<file path="src/rtl/i2c_evt_regs.svh">
// Register offsets, field positions and reset values of the event flag block.
// Included by bare name; holds definitions only.
`ifndef I2C_EVT_REGS_SVH
`define I2C_EVT_REGS_SVH
`define OFS_MASK      8'h2C
`define OFS_RAW       8'h30
`define OFS_ISTAT     8'h34
`define OFS_CLR       8'h38
`define OFS_CTRL      8'h3C
`define OFS_STAT      8'h40
`define B_MD          15
`define B_SLAVE_READ_REQUEST_FLAG        16
`define B_SLAVE_READ_UNDERFLOW_FLAG        17
`define B_SLAVE_WRITE_REQUEST_FLAG        18
`define B_SD          20
`define B_AL          24
`define FLAG_MASK     32'h0117_8000
`define CLR_MASK      32'h0115_8000
`define RST_WORD      32'h0000_0000
`define CTRL_EN       0
`define CTRL_ADDR_LSB 8
`define RST_OWN_ADDR  7'h50
`define ERR_TAG_NONE  4'h0
`define ERR_TAG_ARB   4'h8
`define AXI_OKAY      2'h0
`define AXI_SLVERR    2'h2
`endif

</file>
<file path="src/rtl/i2c_evt_pkg.sv">
// Types shared by the event flag block and its bus monitor.
// Offsets and values live in i2c_evt_regs.svh.
package i2c_evt_pkg;
   typedef logic [31:0] word_t;
   typedef enum logic [2:0] {
      MON_IDLE = 3'b001,
      MON_ADDR = 3'b010,
      MON_DATA = 3'b100
   } mon_state_e;
endpackage

</file>
<file path="src/rtl/bit_sync.sv">
// Two-flop synchroniser for the two bus lines.
// Inputs are asynchronous pins; idle level is high.
`timescale 1ns/1ps
module bit_sync (
   input  wire logic       aclk,
   input  wire logic       aresetn,
   input  wire logic       ce,
   input  wire logic [1:0] d,
   output wire logic [1:0] q
);
   genvar i;
   generate
      for (i = 0; i < 2; i++) begin : g_bit
         logic meta_q;
         logic sync_q;
         always_ff @(posedge aclk) begin
            if (!aresetn) begin
               meta_q <= 1'b1;
               sync_q <= 1'b1;
            end else if (ce) begin
               meta_q <= d[i];
               sync_q <= meta_q;
            end
         end
         assign q[i] = sync_q;
      end
   endgenerate
endmodule // bit_sync

</file>
<file path="src/rtl/i2c_bus_monitor.sv">
// Watches the synchronised bus lines: start, stop and own-address hits.
// Lines must already be in the aclk domain.
`timescale 1ns/1ps
module i2c_bus_monitor
   import i2c_evt_pkg::*;
(
   input  wire logic       aclk,
   input  wire logic       aresetn,
   input  wire logic       ce,
   input  wire logic       scl,
   input  wire logic       sda,
   input  wire logic       en,
   input  wire logic [6:0] own_addr,
   output wire logic       start_p,
   output wire logic       stop_p,
   output wire logic       scl_rise_p,
   output wire logic       hit_rd_p,
   output wire logic       hit_wr_p,
   output wire logic       sel,
   output wire logic       slave_tx,
   output wire logic       busy
);
   mon_state_e state_q;
   logic       scl_q;
   logic       sda_q;
   logic [7:0] sh_q;
   logic [3:0] cnt_q;
   logic       sel_q;
   logic       tx_q;
   logic       busy_q;
   logic [7:0] byte_now;
   logic       hit;

   assign scl_rise_p = scl & ~scl_q;
   assign start_p    = scl & scl_q & sda_q & ~sda;
   assign stop_p     = scl & scl_q & ~sda_q & sda;
   assign byte_now   = {sh_q[6:0], sda};
   assign hit        = (state_q == MON_ADDR) & scl_rise_p & (cnt_q == 4'h7)
                       & en & (byte_now[7:1] == own_addr);
   assign hit_rd_p   = hit & byte_now[0];
   assign hit_wr_p   = hit & ~byte_now[0];
   assign sel        = sel_q;
   assign slave_tx   = tx_q;
   assign busy       = busy_q;

   always_ff @(posedge aclk) begin
      if (!aresetn) begin
         scl_q <= 1'b1;
         sda_q <= 1'b1;
      end else if (ce) begin
         scl_q <= scl;
         sda_q <= sda;
      end
   end

   // Address byte is shifted in on rising clock edges after a start
   always_ff @(posedge aclk) begin
      if (!aresetn) begin
         state_q <= MON_IDLE;
         sh_q    <= 8'h00;
         cnt_q   <= 4'h0;
      end else if (ce) begin
         if (start_p) begin
            state_q <= MON_ADDR;
            cnt_q   <= 4'h0;
         end else if (stop_p) begin
            state_q <= MON_IDLE;
         end else begin
            case (state_q)
               MON_IDLE: state_q <= MON_IDLE;
               MON_ADDR: if (scl_rise_p) begin
                  sh_q  <= byte_now;
                  cnt_q <= cnt_q + 4'h1;
                  if (cnt_q == 4'h7) state_q <= MON_DATA;
               end
               MON_DATA: state_q <= MON_DATA;
               default:  state_q <= MON_IDLE;
            endcase
         end
      end
   end

   always_ff @(posedge aclk) begin
      if (!aresetn) begin
         sel_q  <= 1'b0;
         tx_q   <= 1'b0;
         busy_q <= 1'b0;
      end else if (ce) begin
         if (start_p | stop_p) begin
            sel_q <= 1'b0;
            tx_q  <= 1'b0;
         end else if (hit) begin
            sel_q <= 1'b1;
            tx_q  <= byte_now[0];
         end
         if (start_p) busy_q <= 1'b1;
         else if (stop_p) busy_q <= 1'b0;
      end
   end
endmodule // i2c_bus_monitor

</file>
<file path="src/rtl/i2c_transaction_event_flags.sv">
// Raw event flags of a two-wire bus controller, with AXI4-Lite register slave.
// Assumes open-drain pins with pull-ups, an outside TX FIFO and master engine.
// What this block does
// - Slave read address hit sets bit 16
// - Read request flushes the transmit FIFO
// - Read request clears on FIFO write or clear
// - Empty FIFO during slave read sets bit 17
// - Underflow clears on FIFO write or read end
// - Slave write address hit sets bit 18
// - Master done with stop sets bit 15
// - Master done pending withholds notices, stretches clock
// - Finished slave transaction sets bit 20
// - Slave done pending stretches, withholds notices
// - Lost arbitration sets bit 24 and tag
// - Released line sampled low: stop, wait stop
// - First zero against a one wins
// - Clear register ones clear flags except bit 17; reset zero
// - Mask bit one enables matching interrupt
//
// The placing of the registers and the AXI4-Lite slave port are this design's own decisions.
`timescale 1ns/1ps
`include "i2c_evt_regs.svh"
module i2c_transaction_event_flags
   import i2c_evt_pkg::*;
(
   input  wire logic        aclk,
   input  wire logic        aresetn,
   input  wire logic        ce,
   input  wire logic [7:0]  awaddr,
   input  wire logic [2:0]  awprot,
   input  wire logic        awvalid,
   output wire logic        awready,
   input  wire logic [31:0] wdata,
   input  wire logic [3:0]  wstrb,
   input  wire logic        wvalid,
   output wire logic        wready,
   output wire logic [1:0]  bresp,
   output wire logic        bvalid,
   input  wire logic        bready,
   input  wire logic [7:0]  araddr,
   input  wire logic [2:0]  arprot,
   input  wire logic        arvalid,
   output wire logic        arready,
   output wire logic [31:0] rdata,
   output wire logic [1:0]  rresp,
   output wire logic        rvalid,
   input  wire logic        rready,
   input  wire logic        scl_i,
   output wire logic        scl_o,
   output wire logic        scl_oe_n,
   input  wire logic        sda_i,
   output wire logic        sda_o,
   output wire logic        sda_oe_n,
   input  wire logic        master_active,
   input  wire logic        master_sda_low,
   input  wire logic        master_done_stop,
   output wire logic        master_abort,
   output wire logic        master_retry,
   input  wire logic        tx_fifo_empty,
   input  wire logic        tx_fifo_write,
   output wire logic        tx_flush,
   output wire logic        irq
);
   logic [1:0] pins_s;
   logic       scl_s;
   logic       sda_s;
   logic       start_p;
   logic       stop_p;
   logic       scl_rise_p;
   logic       hit_rd_p;
   logic       hit_wr_p;
   logic       mon_sel;
   logic       mon_tx;
   logic       mon_busy;

   logic       awready_q, wready_q, bvalid_q, arready_q, rvalid_q;
   logic [1:0] bresp_q, rresp_q;
   logic [31:0] rdata_q;
   logic       aw_got_q, w_got_q;
   logic [7:0] awaddr_q;
   word_t      wdata_q;
   logic [3:0] wstrb_q;
   logic       do_wr;
   logic [7:0] wa;
   logic [7:0] ra;
   word_t      wm;
   word_t      clr_bits;
   logic       rd_go;
   logic       rd_istat;
   word_t      rd_d;
   logic       rd_ok;

   word_t      mask_q;
   logic       en_q;
   logic [6:0] own_addr_q;
   logic       md_q, slave_read_request_flag_q, slave_read_underflow_flag_q, slave_write_request_flag_q, sd_q, al_q;
   logic       pend_rd_q, pend_wr_q;
   logic       hold;
   logic       deliver_rd, deliver_wr;
   logic       slave_end;
   logic       lose;
   logic       lost_q;
   logic [3:0] err_tag_q;
   word_t      raw;
   word_t      raw_prev_q;
   // Flag bits that may raise an interrupt status bit
   localparam word_t FLAG_BITS = `FLAG_MASK;
   word_t      istat_q;
   logic       irq_q;
   logic       flush_q, retry_q;
   logic       scl_oe_n_q, sda_oe_n_q;
   logic       low_q;

   function automatic word_t lanes(input logic [3:0] s);
      lanes = {{8{s[3]}}, {8{s[2]}}, {8{s[1]}}, {8{s[0]}}};
   endfunction

   bit_sync u_sync (
      .aclk    (aclk),
      .aresetn (aresetn),
      .ce      (ce),
      .d       ({sda_i, scl_i}),
      .q       (pins_s)
   );
   assign scl_s = pins_s[0];
   assign sda_s = pins_s[1];

   i2c_bus_monitor u_mon (
      .aclk       (aclk),
      .aresetn    (aresetn),
      .ce         (ce),
      .scl        (scl_s),
      .sda        (sda_s),
      .en         (en_q),
      .own_addr   (own_addr_q),
      .start_p    (start_p),
      .stop_p     (stop_p),
      .scl_rise_p (scl_rise_p),
      .hit_rd_p   (hit_rd_p),
      .hit_wr_p   (hit_wr_p),
      .sel        (mon_sel),
      .slave_tx   (mon_tx),
      .busy       (mon_busy)
   );

   // Write channel: address and data taken in either order
   assign do_wr = aw_got_q & w_got_q & ~bvalid_q;
   assign wa    = {awaddr_q[7:2], 2'b00};
   assign wm    = lanes(wstrb_q);
   assign clr_bits = (do_wr && wa == `OFS_CLR) ? (wdata_q & wm & `CLR_MASK) : `RST_WORD;

   always_ff @(posedge aclk) begin
      if (!aresetn) begin
         awready_q <= 1'b1;
         wready_q  <= 1'b1;
         aw_got_q  <= 1'b0;
         w_got_q   <= 1'b0;
         bvalid_q  <= 1'b0;
         bresp_q   <= `AXI_OKAY;
         awaddr_q  <= 8'h00;
         wdata_q   <= `RST_WORD;
         wstrb_q   <= 4'h0;
      end else if (ce) begin
         if (awvalid && awready_q) begin
            awaddr_q  <= awaddr;
            aw_got_q  <= 1'b1;
            awready_q <= 1'b0;
         end
         if (wvalid && wready_q) begin
            wdata_q  <= wdata;
            wstrb_q  <= wstrb;
            w_got_q  <= 1'b1;
            wready_q <= 1'b0;
         end
         if (do_wr) begin
            aw_got_q <= 1'b0;
            w_got_q  <= 1'b0;
            bvalid_q <= 1'b1;
            bresp_q  <= (wa == `OFS_MASK || wa == `OFS_CLR || wa == `OFS_CTRL) ?
                        `AXI_OKAY : `AXI_SLVERR;
         end
         if (bvalid_q && bready) begin
            bvalid_q  <= 1'b0;
            awready_q <= 1'b1;
            wready_q  <= 1'b1;
         end
      end
   end

   always_ff @(posedge aclk) begin
      if (!aresetn) begin
         mask_q     <= `RST_WORD;
         en_q       <= 1'b0;
         own_addr_q <= `RST_OWN_ADDR;
      end else if (ce && do_wr) begin
         if (wa == `OFS_MASK) mask_q <= ((mask_q & ~wm) | (wdata_q & wm)) & `FLAG_MASK;
         if (wa == `OFS_CTRL && wstrb_q[0]) en_q <= wdata_q[`CTRL_EN];
         if (wa == `OFS_CTRL && wstrb_q[1]) own_addr_q <= wdata_q[`CTRL_ADDR_LSB +: 7];
      end
   end

   // Read channel: one cycle from address to data
   assign rd_go    = arvalid & arready_q;
   assign ra       = {araddr[7:2], 2'b00};
   assign rd_istat = rd_go & (ra == `OFS_ISTAT);

   always_comb begin
      rd_d  = `RST_WORD;
      rd_ok = 1'b1;
      case (ra)
         `OFS_MASK:  rd_d = mask_q;
         `OFS_RAW:   rd_d = raw;
         `OFS_ISTAT: rd_d = istat_q;
         `OFS_CLR:   rd_d = `RST_WORD;
         `OFS_CTRL:  rd_d = {17'h0_0000, own_addr_q, 7'h00, en_q};
         `OFS_STAT:  rd_d = {25'h000_0000, mon_tx, mon_busy, lost_q, err_tag_q};
         default:    rd_ok = 1'b0;
      endcase
   end

   always_ff @(posedge aclk) begin
      if (!aresetn) begin
         arready_q <= 1'b1;
         rvalid_q  <= 1'b0;
         rdata_q   <= `RST_WORD;
         rresp_q   <= `AXI_OKAY;
      end else if (ce) begin
         if (rd_go) begin
            arready_q <= 1'b0;
            rvalid_q  <= 1'b1;
            rdata_q   <= rd_d;
            rresp_q   <= rd_ok ? `AXI_OKAY : `AXI_SLVERR;
         end else if (rvalid_q && rready) begin
            rvalid_q  <= 1'b0;
            arready_q <= 1'b1;
         end
      end
   end

   // Notifications wait while a completion is unacknowledged
   assign hold       = md_q | sd_q;
   assign deliver_rd = pend_rd_q & ~hold;
   assign deliver_wr = pend_wr_q & ~hold;
   assign slave_end  = mon_sel & (stop_p | start_p);
   // Our line released, another station pulls it low and wins
   assign lose = master_active & ~master_sda_low & scl_rise_p & ~sda_s & ~lost_q;

   always_ff @(posedge aclk) begin
      if (!aresetn) begin
         pend_rd_q <= 1'b0;
         pend_wr_q <= 1'b0;
      end else if (ce) begin
         pend_rd_q <= hit_rd_p | (pend_rd_q & hold);
         pend_wr_q <= hit_wr_p | (pend_wr_q & hold);
      end
   end

   always_ff @(posedge aclk) begin
      if (!aresetn) begin
         slave_read_request_flag_q <= 1'b0;
         slave_read_underflow_flag_q <= 1'b0;
         slave_write_request_flag_q <= 1'b0;
         md_q   <= 1'b0;
         sd_q   <= 1'b0;
         al_q   <= 1'b0;
      end else if (ce) begin
         slave_read_request_flag_q <= deliver_rd | (slave_read_request_flag_q & ~tx_fifo_write & ~clr_bits[`B_SLAVE_READ_REQUEST_FLAG]);
         slave_read_underflow_flag_q <= mon_tx & tx_fifo_empty & ~tx_fifo_write;
         slave_write_request_flag_q <= deliver_wr | (slave_write_request_flag_q & ~clr_bits[`B_SLAVE_WRITE_REQUEST_FLAG]);
         md_q   <= master_done_stop | (md_q & ~clr_bits[`B_MD]);
         sd_q   <= slave_end | (sd_q & ~clr_bits[`B_SD]);
         al_q   <= lose | (al_q & ~clr_bits[`B_AL]);
      end
   end

   // Collision: stop driving, wait for a stop, then ask for a retry
   always_ff @(posedge aclk) begin
      if (!aresetn) begin
         lost_q    <= 1'b0;
         retry_q   <= 1'b0;
         err_tag_q <= `ERR_TAG_NONE;
      end else if (ce) begin
         retry_q <= lost_q & stop_p;
         if (lose) lost_q <= 1'b1;
         else if (stop_p) lost_q <= 1'b0;
         if (lose) err_tag_q <= `ERR_TAG_ARB;
         else if (clr_bits[`B_AL]) err_tag_q <= `ERR_TAG_NONE;
      end
   end

   always_ff @(posedge aclk) begin
      if (!aresetn) begin
         flush_q    <= 1'b0;
         scl_oe_n_q <= 1'b1;
         sda_oe_n_q <= 1'b1;
         low_q      <= 1'b0;
      end else if (ce) begin
         low_q      <= 1'b0;
         flush_q    <= deliver_rd;
         scl_oe_n_q <= ~(hold & (pend_rd_q | pend_wr_q));
         sda_oe_n_q <= ~(master_active & master_sda_low & ~lost_q & ~lose);
      end
   end

   assign raw = {7'h00, al_q, 3'h0, sd_q, 1'b0, slave_write_request_flag_q, slave_read_underflow_flag_q, slave_read_request_flag_q, md_q, 15'h0000};

   // Sticky interrupt status per flag bit, cleared by reading it
   genvar gi;
   generate
      for (gi = 0; gi < 32; gi++) begin : g_istat
         always_ff @(posedge aclk) begin
            if (!aresetn) istat_q[gi] <= 1'b0;
            else if (ce) begin
               if (raw[gi] & ~raw_prev_q[gi] & FLAG_BITS[gi]) istat_q[gi] <= 1'b1;
               else if (rd_istat) istat_q[gi] <= 1'b0;
            end
         end
      end
   endgenerate

   always_ff @(posedge aclk) begin
      if (!aresetn) begin
         raw_prev_q <= `RST_WORD;
         irq_q      <= 1'b0;
      end else if (ce) begin
         raw_prev_q <= raw;
         irq_q      <= |(istat_q & mask_q);
      end
   end

   assign awready      = awready_q;
   assign wready       = wready_q;
   assign bvalid       = bvalid_q;
   assign bresp        = bresp_q;
   assign arready      = arready_q;
   assign rvalid       = rvalid_q;
   assign rdata        = rdata_q;
   assign rresp        = rresp_q;
   assign scl_o        = low_q;
   assign sda_o        = low_q;
   assign scl_oe_n     = scl_oe_n_q;
   assign sda_oe_n     = sda_oe_n_q;
   assign master_abort = lost_q;
   assign master_retry = retry_q;
   assign tx_flush     = flush_q;
   assign irq          = irq_q;
endmodule // i2c_transaction_event_flags

</file>
<file path="config.mk">
export PLATFORM = sky130hd
export DESIGN_NAME = i2c_transaction_event_flags
export DESIGN_NICKNAME = d
export VERILOG_FILES = /design/src/rtl/i2c_evt_pkg.sv /design/src/rtl/bit_sync.sv /design/src/rtl/i2c_bus_monitor.sv /design/src/rtl/i2c_transaction_event_flags.sv
export VERILOG_INCLUDE_DIRS = /design/src /design/src/rtl
export SDC_FILE = /design/constraint.sdc
export NUM_CORES = 1
export LEC_CHECK = 0
export BUFFER_PORTS_ARGS = -buffer_cell sky130_fd_sc_hd__buf_2
export CAP_MARGIN = 20
export CORE_MARGIN = 5
export CORE_UTILIZATION = 45
export DETAILED_ROUTE_END_ITERATION = 8
export PLACE_DENSITY = 0.69
export SLEW_MARGIN = 20
export SYNTH_ARGS = -nofsm -noshare
export SYNTH_HDL_FRONTEND = slang
export SYNTH_SLANG_ARGS = --single-unit
</file>
<file path="constraint.sdc">
create_clock -name aclk -period 2.05 [get_ports aclk]
set_input_delay 0 -clock aclk [delete_from_list [all_inputs] [get_ports aclk]]
set_output_delay 0 -clock aclk [all_outputs]
set_load 0.05 [all_outputs]
</file>
==> qor.yml, run 1 <==
global_route:
  grt_overflow: 0
  grt_start_max_net_pins: 30
  grt_util_all_layers_pct: 18.6
  grt_pass1_wl_um: 19700
  grt_pass1_vias: 4143
  antenna_violations_before_repair: 0
setup_path:
  cp_data_required_time_ns: 2.44
  timing.critical_path.from_type: "flop"
  timing_worst_setup_path_type: "reg -> reg"
  reg_to_reg_slack_setup_ns: 0.09
  signal_arrival_time_at_the_worst_endpoint_ns: 2.35
  timing.critical_path.fanout_max: 5
  critical_path.endpoint_type: "flop"
timing:
  clock-skew-final_ns: 0.00814
  timing.final.crit_share_pct: 95.4
  report.final.hold_viol_count: 0
  timing.setup.tns_ns: 0
  timing.final.max_slew_violations: 0
  slew-limit-headroom_pct: 53.1
  worst_pin_slew_ns: 0.701
  unrepaired_setup_endpoints_after_global_routing: "no"
  timing.final.crit_period_ns: 1.96
  fmax_ghz: 0.511
  setup_violations: 0
clock_tree:
  tritoncts: "built"
  ctsHtreeMaxLevel: 4
  clock_insertion_delay_at_the_later_pin_of_the_skew_report_ns: 0.51
  ctsLongestPathBuffers: 2
  cts_root_buffer: "sky130_fd_sc_hd__clkbuf_8"
  cts.sink_count: 115
  cts_made_buffers: 17
  clkTransAtPathRegs_ns: 0.06
detailed_routing:
  drt_wl_total_um: 12000
  post_drt_wl_per_cell_um: 14.5
  drtPass1Iterations: 5
  viasPerCell: 5.13
  drt-initial-drc-count: 277
  via_count: 4237
  detail-route-antenna-nets: 0
  drc_errors: 0
floorplanning:
  start_util_pct: 45.8
  dieArea_mm2: 0.0132
  rows: 38
  floorplan.core_area_mm2: 0.0108
  io_pins: 122
  die_span_in_x_um: 115
  die_height_um: 115
cells_and_area:
  final_net_count: 747
  final_cell_area_mm2: 0.00652
  layout-drive-gt1-share_pct: 19.4
  n_antenna_cell: 0
  fillCellCount: 888
  synthToLayoutAreaGrowth_pct: 31.8
yosys:
  synth.yosys.seq_area_share_pct: 46.6
  asr_flop_ratio_synth_pct: 0
  postSynth.topFlopCell: "sky130_fd_sc_hd__dfxtp_1"
  syn_area_per_cell_um2: 9.14
  synth_edf_count: 0
  syn_area_mm2: 0.00494
  synth_seq_cells: 115
  post_synth_num_cell_types: 54
  synth-warning-count: 0
  syn-instance-count: 541
power:
  switching_power_uw: 1350
  power.sequential.fraction_pct: 41.7
  power_frac_clock_pct: 50.0
  power_leakage_uw: 0.00264
  power-per-cell-area_mw_per_mm2: 855
  switching_share_pct: 24.2
  power_frac_comb_pct: 8.3
  internal_power_uw: 4230
  vdd_ir_drop_max_mv: 0.629
placed_design:
  hpwl_um: 8200
  globalplace.congestion: 0.845
  detailed_place.area_mm2: 0.00538
  io_buffers: 75
status:
  status: "finished clean"
hold_path:
  min_path_type: "in -> reg"
flow_run:
  maxCapViolCount: 0
[cell families after synthesis]
family | after synthesis | share of synthesized area, %
other | 1 | 0.0758
AND/OR/NAND/NOR | 214 | 23.3
multiplexers | 27 | 5.47
buffers and inverters | 61 | 6.48
adder cells (fa/ha/maj) | 1 | 0.253
XOR/XNOR | 11 | 1.95
AO/OA/AOI/OAI | 111 | 15.9
flip-flops | 115 | 46.6
[state kept, by name (all words and copies together), names as in the netlist, 3 cells and up, named ones only]
name	cells
awaddr_q	6
istat_q	6
own_addr_q	7
raw_prev_q	6
rdata	18
u_mon.cnt_q	4
u_mon.sh_q	7
u_mon.state_q	3
wdata_q	14
wstrb_q	4
[metal layers]
metal / track usage [%] / up-vias / routed length (um)
li1: - / 2092 / -
met4: 6.65 / 0 / 153
met2: 30.5 / 137 / 5700
met1: 23.4 / 1993 / 5350
met5: 0 / - / 0
met3: 5.37 / 15 / 790
[cell usage in the layout, fill, tap and decap left out, types with 16 or more instances in the layout]
master / n
sky130_fd_sc_hd__inv_1: 16
sky130_fd_sc_hd__mux2i_1: 27
sky130_fd_sc_hd__conb_1: 18
sky130_fd_sc_hd__nand3_1: 16
sky130_fd_sc_hd__dlygate4sd3_1: 55
sky130_fd_sc_hd__buf_2: 75
sky130_fd_sc_hd__a21boi_0: 41
sky130_fd_sc_hd__clkbuf_16: 16
sky130_fd_sc_hd__nand2_1: 87
sky130_fd_sc_hd__nor2b_1: 43
sky130_fd_sc_hd__dfxtp_1: 114
sky130_fd_sc_hd__nor2_1: 18
[per-stage QoR]
step                      worst slack, ns  hold slack, ns  instances  util, %  total power [uW]
final                              0.0940          0.0257        826     60.4              5570
after global routing               0.0243          0.0246        826     60.4              5770
after CTS                          0.0256         0.00562        826     60.2              5600
after detailed placement            0.290           0.229        739     49.9              2740
after global placement              0.351           0.224        739     49.9              2730
after floorplan                     0.326           0.128        558        -              2660
[synthesized netlist by cell type, drive strengths merged (2+ instances only)]
library cell / number / share of area [%]
xor2: 9 / 1.6
o211ai: 2 / 0.30
a222oi: 6 / 1.2
a21oi: 12 / 1.2
a21o: 2 / 0.30
a21boi: 43 / 6.5
a22oi: 14 / 2.1
a22o: 7 / 1.2
nor2b: 43 / 5.4
o22ai: 2 / 0.25
nand4b: 2 / 0.66
a31oi: 3 / 0.38
dfxtp: 115 / 47
nand3: 17 / 1.7
and4: 3 / 0.58
and2: 4 / 0.51
xnor2: 2 / 0.35
or3b: 3 / 0.58
nand2b: 12 / 1.5
nor4: 3 / 0.63
nand4bb: 2 / 0.46
nor2: 19 / 1.5
nor3: 6 / 1.0
buf: 26 / 3.8
nand3b: 2 / 0.30
o21ai: 15 / 1.5
nand4: 5 / 0.94
inv: 16 / 1.2
clkbuf: 19 / 1.5
and3: 4 / 0.51
nand2: 87 / 6.6
mux2i: 27 / 5.5
[area by class of cell]
class | instances | area [um^2] | share of cell area, %
flip-flops and latches | 115 | 2300 | 35.4
well taps | 140 | 175 | 2.69
clock buffers | 19 | 432 | 6.63
inverters | 16 | 60.1 | 0.922
repair buffers | 141 | 1010 | 15.5
multi-input cells | 382 | 2400 | 36.8
clock inverters | 13 | 136 | 2.09
[final timing paths]
path                            startpoint          end  depth (start not counted)
worst max-delay path               arready     rresp[1]                          5
worst min-delay path                    ce  u_mon.scl_q                          3
worst max register to register     arready     rresp[1]                          5
worst min register to register  wdata_q[0]   wdata_q[0]                          2
[power by group through the flow]
stage / clock [uW] / combinational (uW) / sequential [uW]
after floorplan: 0 / 272 / 2390
after global placement: 0 / 366 / 2370
after detailed placement: 0 / 374 / 2370
after CTS: 2820 / 455 / 2320
after global routing: 2940 / 498 / 2330
final: 2790 / 462 / 2320
[what timing repair did]
action / CTS / global route
buffers inserted: 0 / 0
hold buffers: 55 / 0
endpoints found under the setup margin: 0 / 2
resized for setup: 0 / 4
hold endpoints to repair: 55 / 0
[critical path: stages (launching register included)]
cell and delay, ns:
sky130_fd_sc_hd__dfxtp_2 0.37, sky130_fd_sc_hd__nand3_4 0.11, sky130_fd_sc_hd__nor2_1 0.14, sky130_fd_sc_hd__dlygate4sd3_1 0.57, sky130_fd_sc_hd__a21oi_1 0.07, sky130_fd_sc_hd__dlygate4sd3_1 0.57
Note: power is estimated with default switching activity, not from simulation.
==> inputs of run 2 (changes only) <==
--- a/config.mk
+++ b/config.mk
@@ -9,9 +9,9 @@
 export BUFFER_PORTS_ARGS = -buffer_cell sky130_fd_sc_hd__buf_2
 export CAP_MARGIN = 20
 export CORE_MARGIN = 5
-export CORE_UTILIZATION = 45
+export CORE_UTILIZATION = 53
 export DETAILED_ROUTE_END_ITERATION = 8
-export PLACE_DENSITY = 0.69
+export PLACE_DENSITY = 0.79
 export SLEW_MARGIN = 20
 export SYNTH_ARGS = -nofsm -noshare
 export SYNTH_HDL_FRONTEND = slang
==> run 2 against run 1 <==
Against the previous run:
- first-iteration DRC count down 2.2%
- sequential power about the same
- critical path depth up 1
- critical endpoint is now md_q
- highest routed layer unchanged
==> qor.yml, run 2 (same netlist as run 1, synthesis figures left out) <==
cells_and_area:
  n_antenna_cell: 0  # unchanged
  multi_input_comb_area_mm2: 0.00240  # unchanged
  synthToLayoutAreaGrowth_pct: 30.2  # was 31.8%
  seq_area_mm2: 0.00230  # about the same
  layout-drive-gt1-share_pct: 18.4  # was 19.4%
  largest_register_ffs: 18  # unchanged
  layout.cells.most_common_list: "sky130_fd_sc_hd__dfxtp_1 (115), sky130_fd_sc_hd__nand2_1 (87), sky130_fd_sc_hd__buf_2 (75)"  # was sky130_fd_sc_hd__dfxtp_1 (114), sky130_fd_sc_hd__nand2_1 (87), sky130_fd_sc_hd__buf_2 (75)
  final_common_cell: "sky130_fd_sc_hd__dfxtp_1"  # unchanged
  fillCellCount: 678  # was 888
  final_cell_area_mm2: 0.00644  # was 0.00652 mm^2
  final_net_count: 747  # unchanged
detailed_routing:
  drtPass1Iterations: 5  # unchanged
  post_drt_wl_per_cell_um: 15.3  # was 14.5 um
  drc_errors: 0  # unchanged
  viasPerCell: 5.39  # was 5.13
  drt-initial-drc-count: 271  # was 277
  via_count: 4288  # was 4237
  detail-route-antenna-nets: 0  # unchanged
  drt_wl_total_um: 12200  # was 12000 um
timing:
  slew-limit-headroom_pct: 53.7  # was 53.1%
  holdWs_ns: 0.0442  # was 0.0257 ns
  fmax_ghz: 0.520  # was 0.511 GHz
  timing.final.crit_share_pct: 93.9  # was 95.4%
  timing.setup.tns_ns: 0  # unchanged
  report.final.hold_viol_count: 0  # unchanged
  timing.final.crit_period_ns: 1.92  # was 1.96 ns
  worst_pin_slew_ns: 0.691  # was 0.701 ns
  unrepaired_setup_endpoints_after_global_routing: "no"  # unchanged
  timing.final.max_slew_violations: 0  # unchanged
  clock-skew-final_ns: 0.0102  # was 0.00814 ns
  setup_violations: 0  # unchanged
placed_design:
  detailed_place.area_mm2: 0.00534  # was 0.00538 mm^2
  hpwl_um: 7720  # was 8200 um
  globalplace.congestion: 0.815  # was 0.845
  io_buffers: 75  # unchanged
setup_path:
  signal_arrival_time_at_the_worst_endpoint_ns: 2.31  # was 2.35 ns
  worst-r2r-cell-count: 6  # was 5
  cpPeakStageDelay_ns: 0.57  # about the same
  cp_data_required_time_ns: 2.44  # about the same
  timing_worst_setup_path_type: "reg -> reg"  # unchanged
  crit_chain: "nand4bb_1 -> nor2_4 -> nand3_1 -> o21ai_0 -> a21boi_0 -> dlygate4sd3_1"  # was nand3_4 -> nor2_1 -> dlygate4sd3_1 -> a21oi_1 -> dlygate4sd3_1
  cpLargestDelayFamily: "simple AND/OR/NAND/NOR gates"  # was buffers and inverters
  cp_num_buf_inv: 1  # was 2
  timing.critical_path.from_type: "flop"  # unchanged
  critical_path.endpoint_type: "flop"  # unchanged
  worstSetupPathDepth: 6  # was 5
  crit_path_top_delay_cell: "sky130_fd_sc_hd__dlygate4sd3_1"  # unchanged
  timing.critical_path.fanout_max: 5  # unchanged
clock_tree:
  clock_insertion_delay_at_the_later_pin_of_the_skew_report_ns: 0.51  # about the same
  postCtsSetupRepairBufs: 0  # unchanged
  cts.sink_count: 115  # unchanged
  ctsHtreeMaxLevel: 4  # unchanged
  cts_root_buffer: "sky130_fd_sc_hd__clkbuf_8"  # unchanged
  tritoncts: "built"  # unchanged
  ctsLongestPathBuffers: 2  # unchanged
  cts_made_buffers: 17  # unchanged
  clkTransAtPathRegs_ns: 0.06  # about the same
floorplanning:
  floorplan.core_area_mm2: 0.00915  # was 0.0108 mm^2
  start_util_pct: 54.0  # was 45.8%
  die_height_um: 107  # was 115 um
  dieArea_mm2: 0.0114  # was 0.0132 mm^2
  die_span_in_x_um: 107  # was 115 um
  rows: 35  # was 38
  io_pins: 122  # unchanged
flow_run:
  maxCapViolCount: 0  # unchanged
global_route:
  grt_overflow: 0  # unchanged
  grt_pass1_vias: 4420  # was 4143
  grt_start_max_net_pins: 85  # was 30
  antenna_violations_before_repair: 0  # unchanged
  grt_util_all_layers_pct: 22.1  # was 18.6%
  grt_pass1_wl_um: 20300  # was 19700 um
power:
  power_leakage_uw: 0.00266  # was 0.00264 uW
  vdd_ir_drop_max_mv: 0.550  # was 0.629 mV
  power-per-cell-area_mw_per_mm2: 824  # was 855 mW/mm^2
hold_path:
  min_path_type: "in -> reg"  # unchanged
  worst_hold_path.num_cells: 3  # unchanged
status:
  status: "finished clean"  # unchanged
## run 2: changes by cell type in the layout (fill, tap and decap cells not counted), moves of 3 or more
cell                            delta
sky130_fd_sc_hd__buf_4             -4
sky130_fd_sc_hd__clkinv_4          -3
sky130_fd_sc_hd__clkbuf_8          +3
sky130_fd_sc_hd__clkinvlp_4        -4
sky130_fd_sc_hd__dlygate4sd3_1     +3
## run 2: routing by layer
metal / global-route usage [%] / wire [um] / vias to the layer above
li1: - / - / 2114
met1: 26.0 / 5330 / 2025
met2: 38.9 / 6020 / 130
met3: 5.66 / 608 / 19
met4: 7.76 / 202 / 0
met5: 0 / 0 / -
## run 2: final timing paths
kind                                  start          end  slack (ns)
worst min-delay path                     ce  u_mon.sda_q        0.04
worst max register to register  awaddr_q[6]         md_q        0.13
worst min register to register   u_mon.busy   u_mon.busy        0.46
worst max-delay path            awaddr_q[6]         md_q        0.13
## run 2: what timing repair did
item                       4_1_cts  5_1_grt
hold endpoints to repair        57        0
resized for setup                0        4
setup endpoints to repair        0        7
hold buffers                    58        0
## run 2: where the power goes
| group | leakage (uW) | internal, uW | total (uW) | switching, uW |
|---|---|---|---|---|
| Sequential | 0.000932 | 2280 | 2330 | 41.1 |
| Clock | 0.000260 | 1580 | 2520 | 939 |
| Combinational | 0.00147 | 191 | 463 | 272 |
| Total | 0.00266 | 4060 | 5310 | 1250 |
## run 2: per-stage QoR
step / worst slack (ns) / total power (uW) / instances / util (%)
2_1_floorplan: 0.326 / 2660 / 558 / -
3_3_place_gp: 0.381 / 2730 / 707 / 58.3
3_5_place_dp: 0.335 / 2740 / 707 / 58.3
4_1_cts: 0.0672 / 5330 / 795 / 70.2
5_1_grt: 0.00783 / 5500 / 795 / 70.4
6_report: 0.125 / 5310 / 795 / 70.4
## run 2: worst reg2reg max path, cell delays in order (launching register included)
cell and delay (ns):
sky130_fd_sc_hd__dfxtp_1 0.32, sky130_fd_sc_hd__nand4bb_1 0.28, sky130_fd_sc_hd__nor2_4 0.17, sky130_fd_sc_hd__nand3_1 0.16, sky130_fd_sc_hd__o21ai_0 0.21, sky130_fd_sc_hd__a21boi_0 0.10, sky130_fd_sc_hd__dlygate4sd3_1 0.57
## run 2: final cells by class
type,instances,share of cell area [%]
multi-input cells,382,37.3
flip-flops and latches,115,35.7
clock inverters,6,0.466
well taps,111,2.16
inverters,16,0.933
repair buffers,141,16.0
clock buffers,24,7.46
==> inputs of run 3 (changes only) <==
--- a/config.mk
+++ b/config.mk
@@ -11,7 +11,7 @@
 export CORE_MARGIN = 5
 export CORE_UTILIZATION = 53
 export DETAILED_ROUTE_END_ITERATION = 8
-export PLACE_DENSITY = 0.79
+export PLACE_DENSITY_LB_ADDON = 0.05
 export SLEW_MARGIN = 20
 export SYNTH_ARGS = -nofsm -noshare
 export SYNTH_HDL_FRONTEND = slang
==> run 3 against run 2 <==
Against the previous run:
- maximum frequency fell by 0.18%
- combinational power is 1% lower
- sequential share of layout area shrank 0.47 points
- global-route usage fell by 0.95 points
- largest power group unchanged
- first-iteration DRC count fell by 46%
- sequential power is essentially flat
- utilization rose by 0.94 points
- critical path depth increased by 1
- non-clock buffer count unchanged
- clock skew decreased by 0.0032 ns
==> qor.yml, run 3 (same netlist as run 1, synthesis figures left out) <==
status:
  status: "finished clean"  # unchanged
timing:
  setup_violations: 0  # unchanged
  timing.final.max_slew_violations: 0  # unchanged
  clock-skew-final_ns: 0.00703  # was 0.0102 ns
  worst_pin_slew_ns: 0.678  # was 0.691 ns
  report.final.hold_viol_count: 0  # unchanged
  timing.final.crit_share_pct: 94.1  # was 93.9%
  fmax_ghz: 0.519  # was 0.520 GHz
  unrepaired_setup_endpoints_after_global_routing: "no"  # unchanged
  slew-limit-headroom_pct: 54.4  # was 53.7%
  setup_slack_after_layout_ns: 0.122  # was 0.125 ns
  holdWs_ns: 0.175  # was 0.0442 ns
  timing.final.crit_period_ns: 1.93  # was 1.92 ns
  timing.setup.tns_ns: 0  # unchanged
cells_and_area:
  synthToLayoutAreaGrowth_pct: 32.0  # was 30.2%
  final_cell_area_mm2: 0.00653  # was 0.00644 mm^2
  n_antenna_cell: 0  # unchanged
  fillCellCount: 687  # was 678
  layout-drive-gt1-share_pct: 18.7  # was 18.4%
  largest_register_ffs: 18  # unchanged
  final_cells: 797  # was 795
  final_common_cell: "sky130_fd_sc_hd__dfxtp_1"  # unchanged
  final_net_count: 747  # unchanged
  layout.cells.most_common_list: "sky130_fd_sc_hd__dfxtp_1 (115), sky130_fd_sc_hd__nand2_1 (87), sky130_fd_sc_hd__buf_2 (74)"  # was sky130_fd_sc_hd__dfxtp_1 (115), sky130_fd_sc_hd__nand2_1 (87), sky130_fd_sc_hd__buf_2 (75)
global_route:
  grt_pass1_vias: 4163  # was 4420
  grt_overflow: 0  # unchanged
  grt_pass1_wl_um: 19400  # was 20300 um
  antenna_violations_before_repair: 0  # unchanged
  grt_start_max_net_pins: 56  # was 85
  grt_util_all_layers_pct: 21.1  # was 22.1%
setup_path:
  timing.critical_path.from_type: "input port"  # was flop
  timing.critical_path.fanout_max: 21  # was 5
  crit_top_cell: "sky130_fd_sc_hd__dlygate4sd3_1"
  crit_path_top_delay_cell: "sky130_fd_sc_hd__dlygate4sd3_1"  # unchanged
  critical_path.endpoint_type: "flop"  # unchanged
  timing_worst_setup_path_type: "in -> reg"  # was reg -> reg
  cp_data_required_time_ns: 2.50  # was 2.44 ns
  crit_chain: "dlygate4sd3_1 -> clkbuf_4 -> buf_6 -> nand4b_1 -> dlygate4sd3_1 -> a21boi_0 -> dlygate4sd3_1"  # was nand4bb_1 -> nor2_4 -> nand3_1 -> o21ai_0 -> a21boi_0 -> dlygate4sd3_1
  cpPeakStageDelay_ns: 0.57  # about the same
  signal_arrival_time_at_the_worst_endpoint_ns: 2.37  # was 2.31 ns
floorplanning:
  floorplan.core_area_mm2: 0.00915  # unchanged
  die_span_in_x_um: 107  # unchanged
  io_pins: 122  # unchanged
  die_height_um: 107  # unchanged
  start_util_pct: 54.0  # unchanged
  rows: 35  # unchanged
  dieArea_mm2: 0.0114  # unchanged
clock_tree:
  cts_root_buffer: "sky130_fd_sc_hd__clkbuf_8"  # unchanged
  ctsHtreeMaxLevel: 4  # unchanged
  cts_made_buffers: 17  # unchanged
  clock_insertion_delay_at_the_later_pin_of_the_skew_report_ns: 0.50  # was 0.51 ns
  postCtsSetupRepairBufs: 0  # unchanged
  clkTransAtPathRegs_ns: 0.06  # about the same
  tritoncts: "built"  # unchanged
  cts.sink_count: 115  # unchanged
  ctsLongestPathBuffers: 2  # unchanged
hold_path:
  min_path_type: "in -> reg"  # unchanged
detailed_routing:
  post_drt_wl_per_cell_um: 14.5  # was 15.3 um
  viasPerCell: 5.26  # was 5.39
  drtPass1Iterations: 5  # unchanged
  drt_wl_total_um: 11600  # was 12200 um
  detail-route-antenna-nets: 0  # unchanged
  via_count: 4190  # was 4288
  drt-initial-drc-count: 145  # was 271
  drc_errors: 0  # unchanged
placed_design:
  post-place-cells: 709  # was 707
  detailed_place.area_mm2: 0.00535  # was 0.00534 mm^2
  io_buffers: 75  # unchanged
  globalplace.congestion: 0.828  # was 0.815
  dp_worst_setup_slack_ns: 0.331  # was 0.335 ns
  hpwl_um: 7680  # was 7720 um
power:
  vdd_ir_drop_max_mv: 0.656  # was 0.550 mV
  power-per-cell-area_mw_per_mm2: 885  # was 824 mW/mm^2
  power_leakage_uw: 0.00269  # was 0.00266 uW
flow_run:
  maxCapViolCount: 0  # unchanged
-- run 3: routing by layer --
metal | share of wire, % | global-route usage (%) | up-vias
li1 | - | - | 2101
met1 | 47 | 27.1 | 1955
met2 | 47 | 34.8 | 128
met3 | 5.3 | 5.60 | 6
met4 | 1.0 | 6.85 | 0
met5 | 0 | 0 | -
-- run 3: power breakdown --
group / total [uW] / switching (uW) / internal [uW]
combinational: 457 / 266 / 191
sequential: 2320 / 41.4 / 2280
clock: 2990 / 968 / 2030
total: 5780 / 1280 / 4500
-- run 3: critical path: cells and delay by family --
family,cells,cell delay (ns)
AND/OR/NAND/NOR,1,0.10
buffers and inverters,5,2.10
AO/OA/AOI/OAI,1,0.16
-- run 3: final timing paths --
| path | start | endpoint | slack [ns] | depth (start not counted) |
|---|---|---|---|---|
| min reg2reg | wdata_q[10] | wdata_q[10] | 0.47 | 2 |
| min | araddr[5] | rdata[5] | 0.18 | 7 |
| max reg2reg | u_mon.slave_tx | slave_read_underflow_flag_q | 0.17 | 4 |
| max | ce | slave_read_underflow_flag_q | 0.12 | 7 |
-- run 3: repair_timing --
item,4_1_cts,5_1_grt
endpoints found under the hold margin,42,0
resized for setup,0,3
hold buffers,56,0
endpoints found under the setup margin,0,7
-- run 3: final cells by class --
type	instances	area (um^2)	area share [%]
Inverter	16	60.1	0.920
Multi-Input combinational cell	382	2390	36.6
Clock buffer	22	453	6.94
Timing Repair Buffer	141	1030	15.8
Sequential cell	115	2300	35.3
Clock inverter	10	155	2.38
Tap cell	111	139	2.13
-- run 3: per-stage QoR --
step / total power (uW) / util (%)
after global routing: 5990 / 71.3
after CTS: 5820 / 71.2
final: 5780 / 71.3
after global placement: 2730 / 58.5
after detailed placement: 2740 / 58.5
after floorplan: 2660 / -
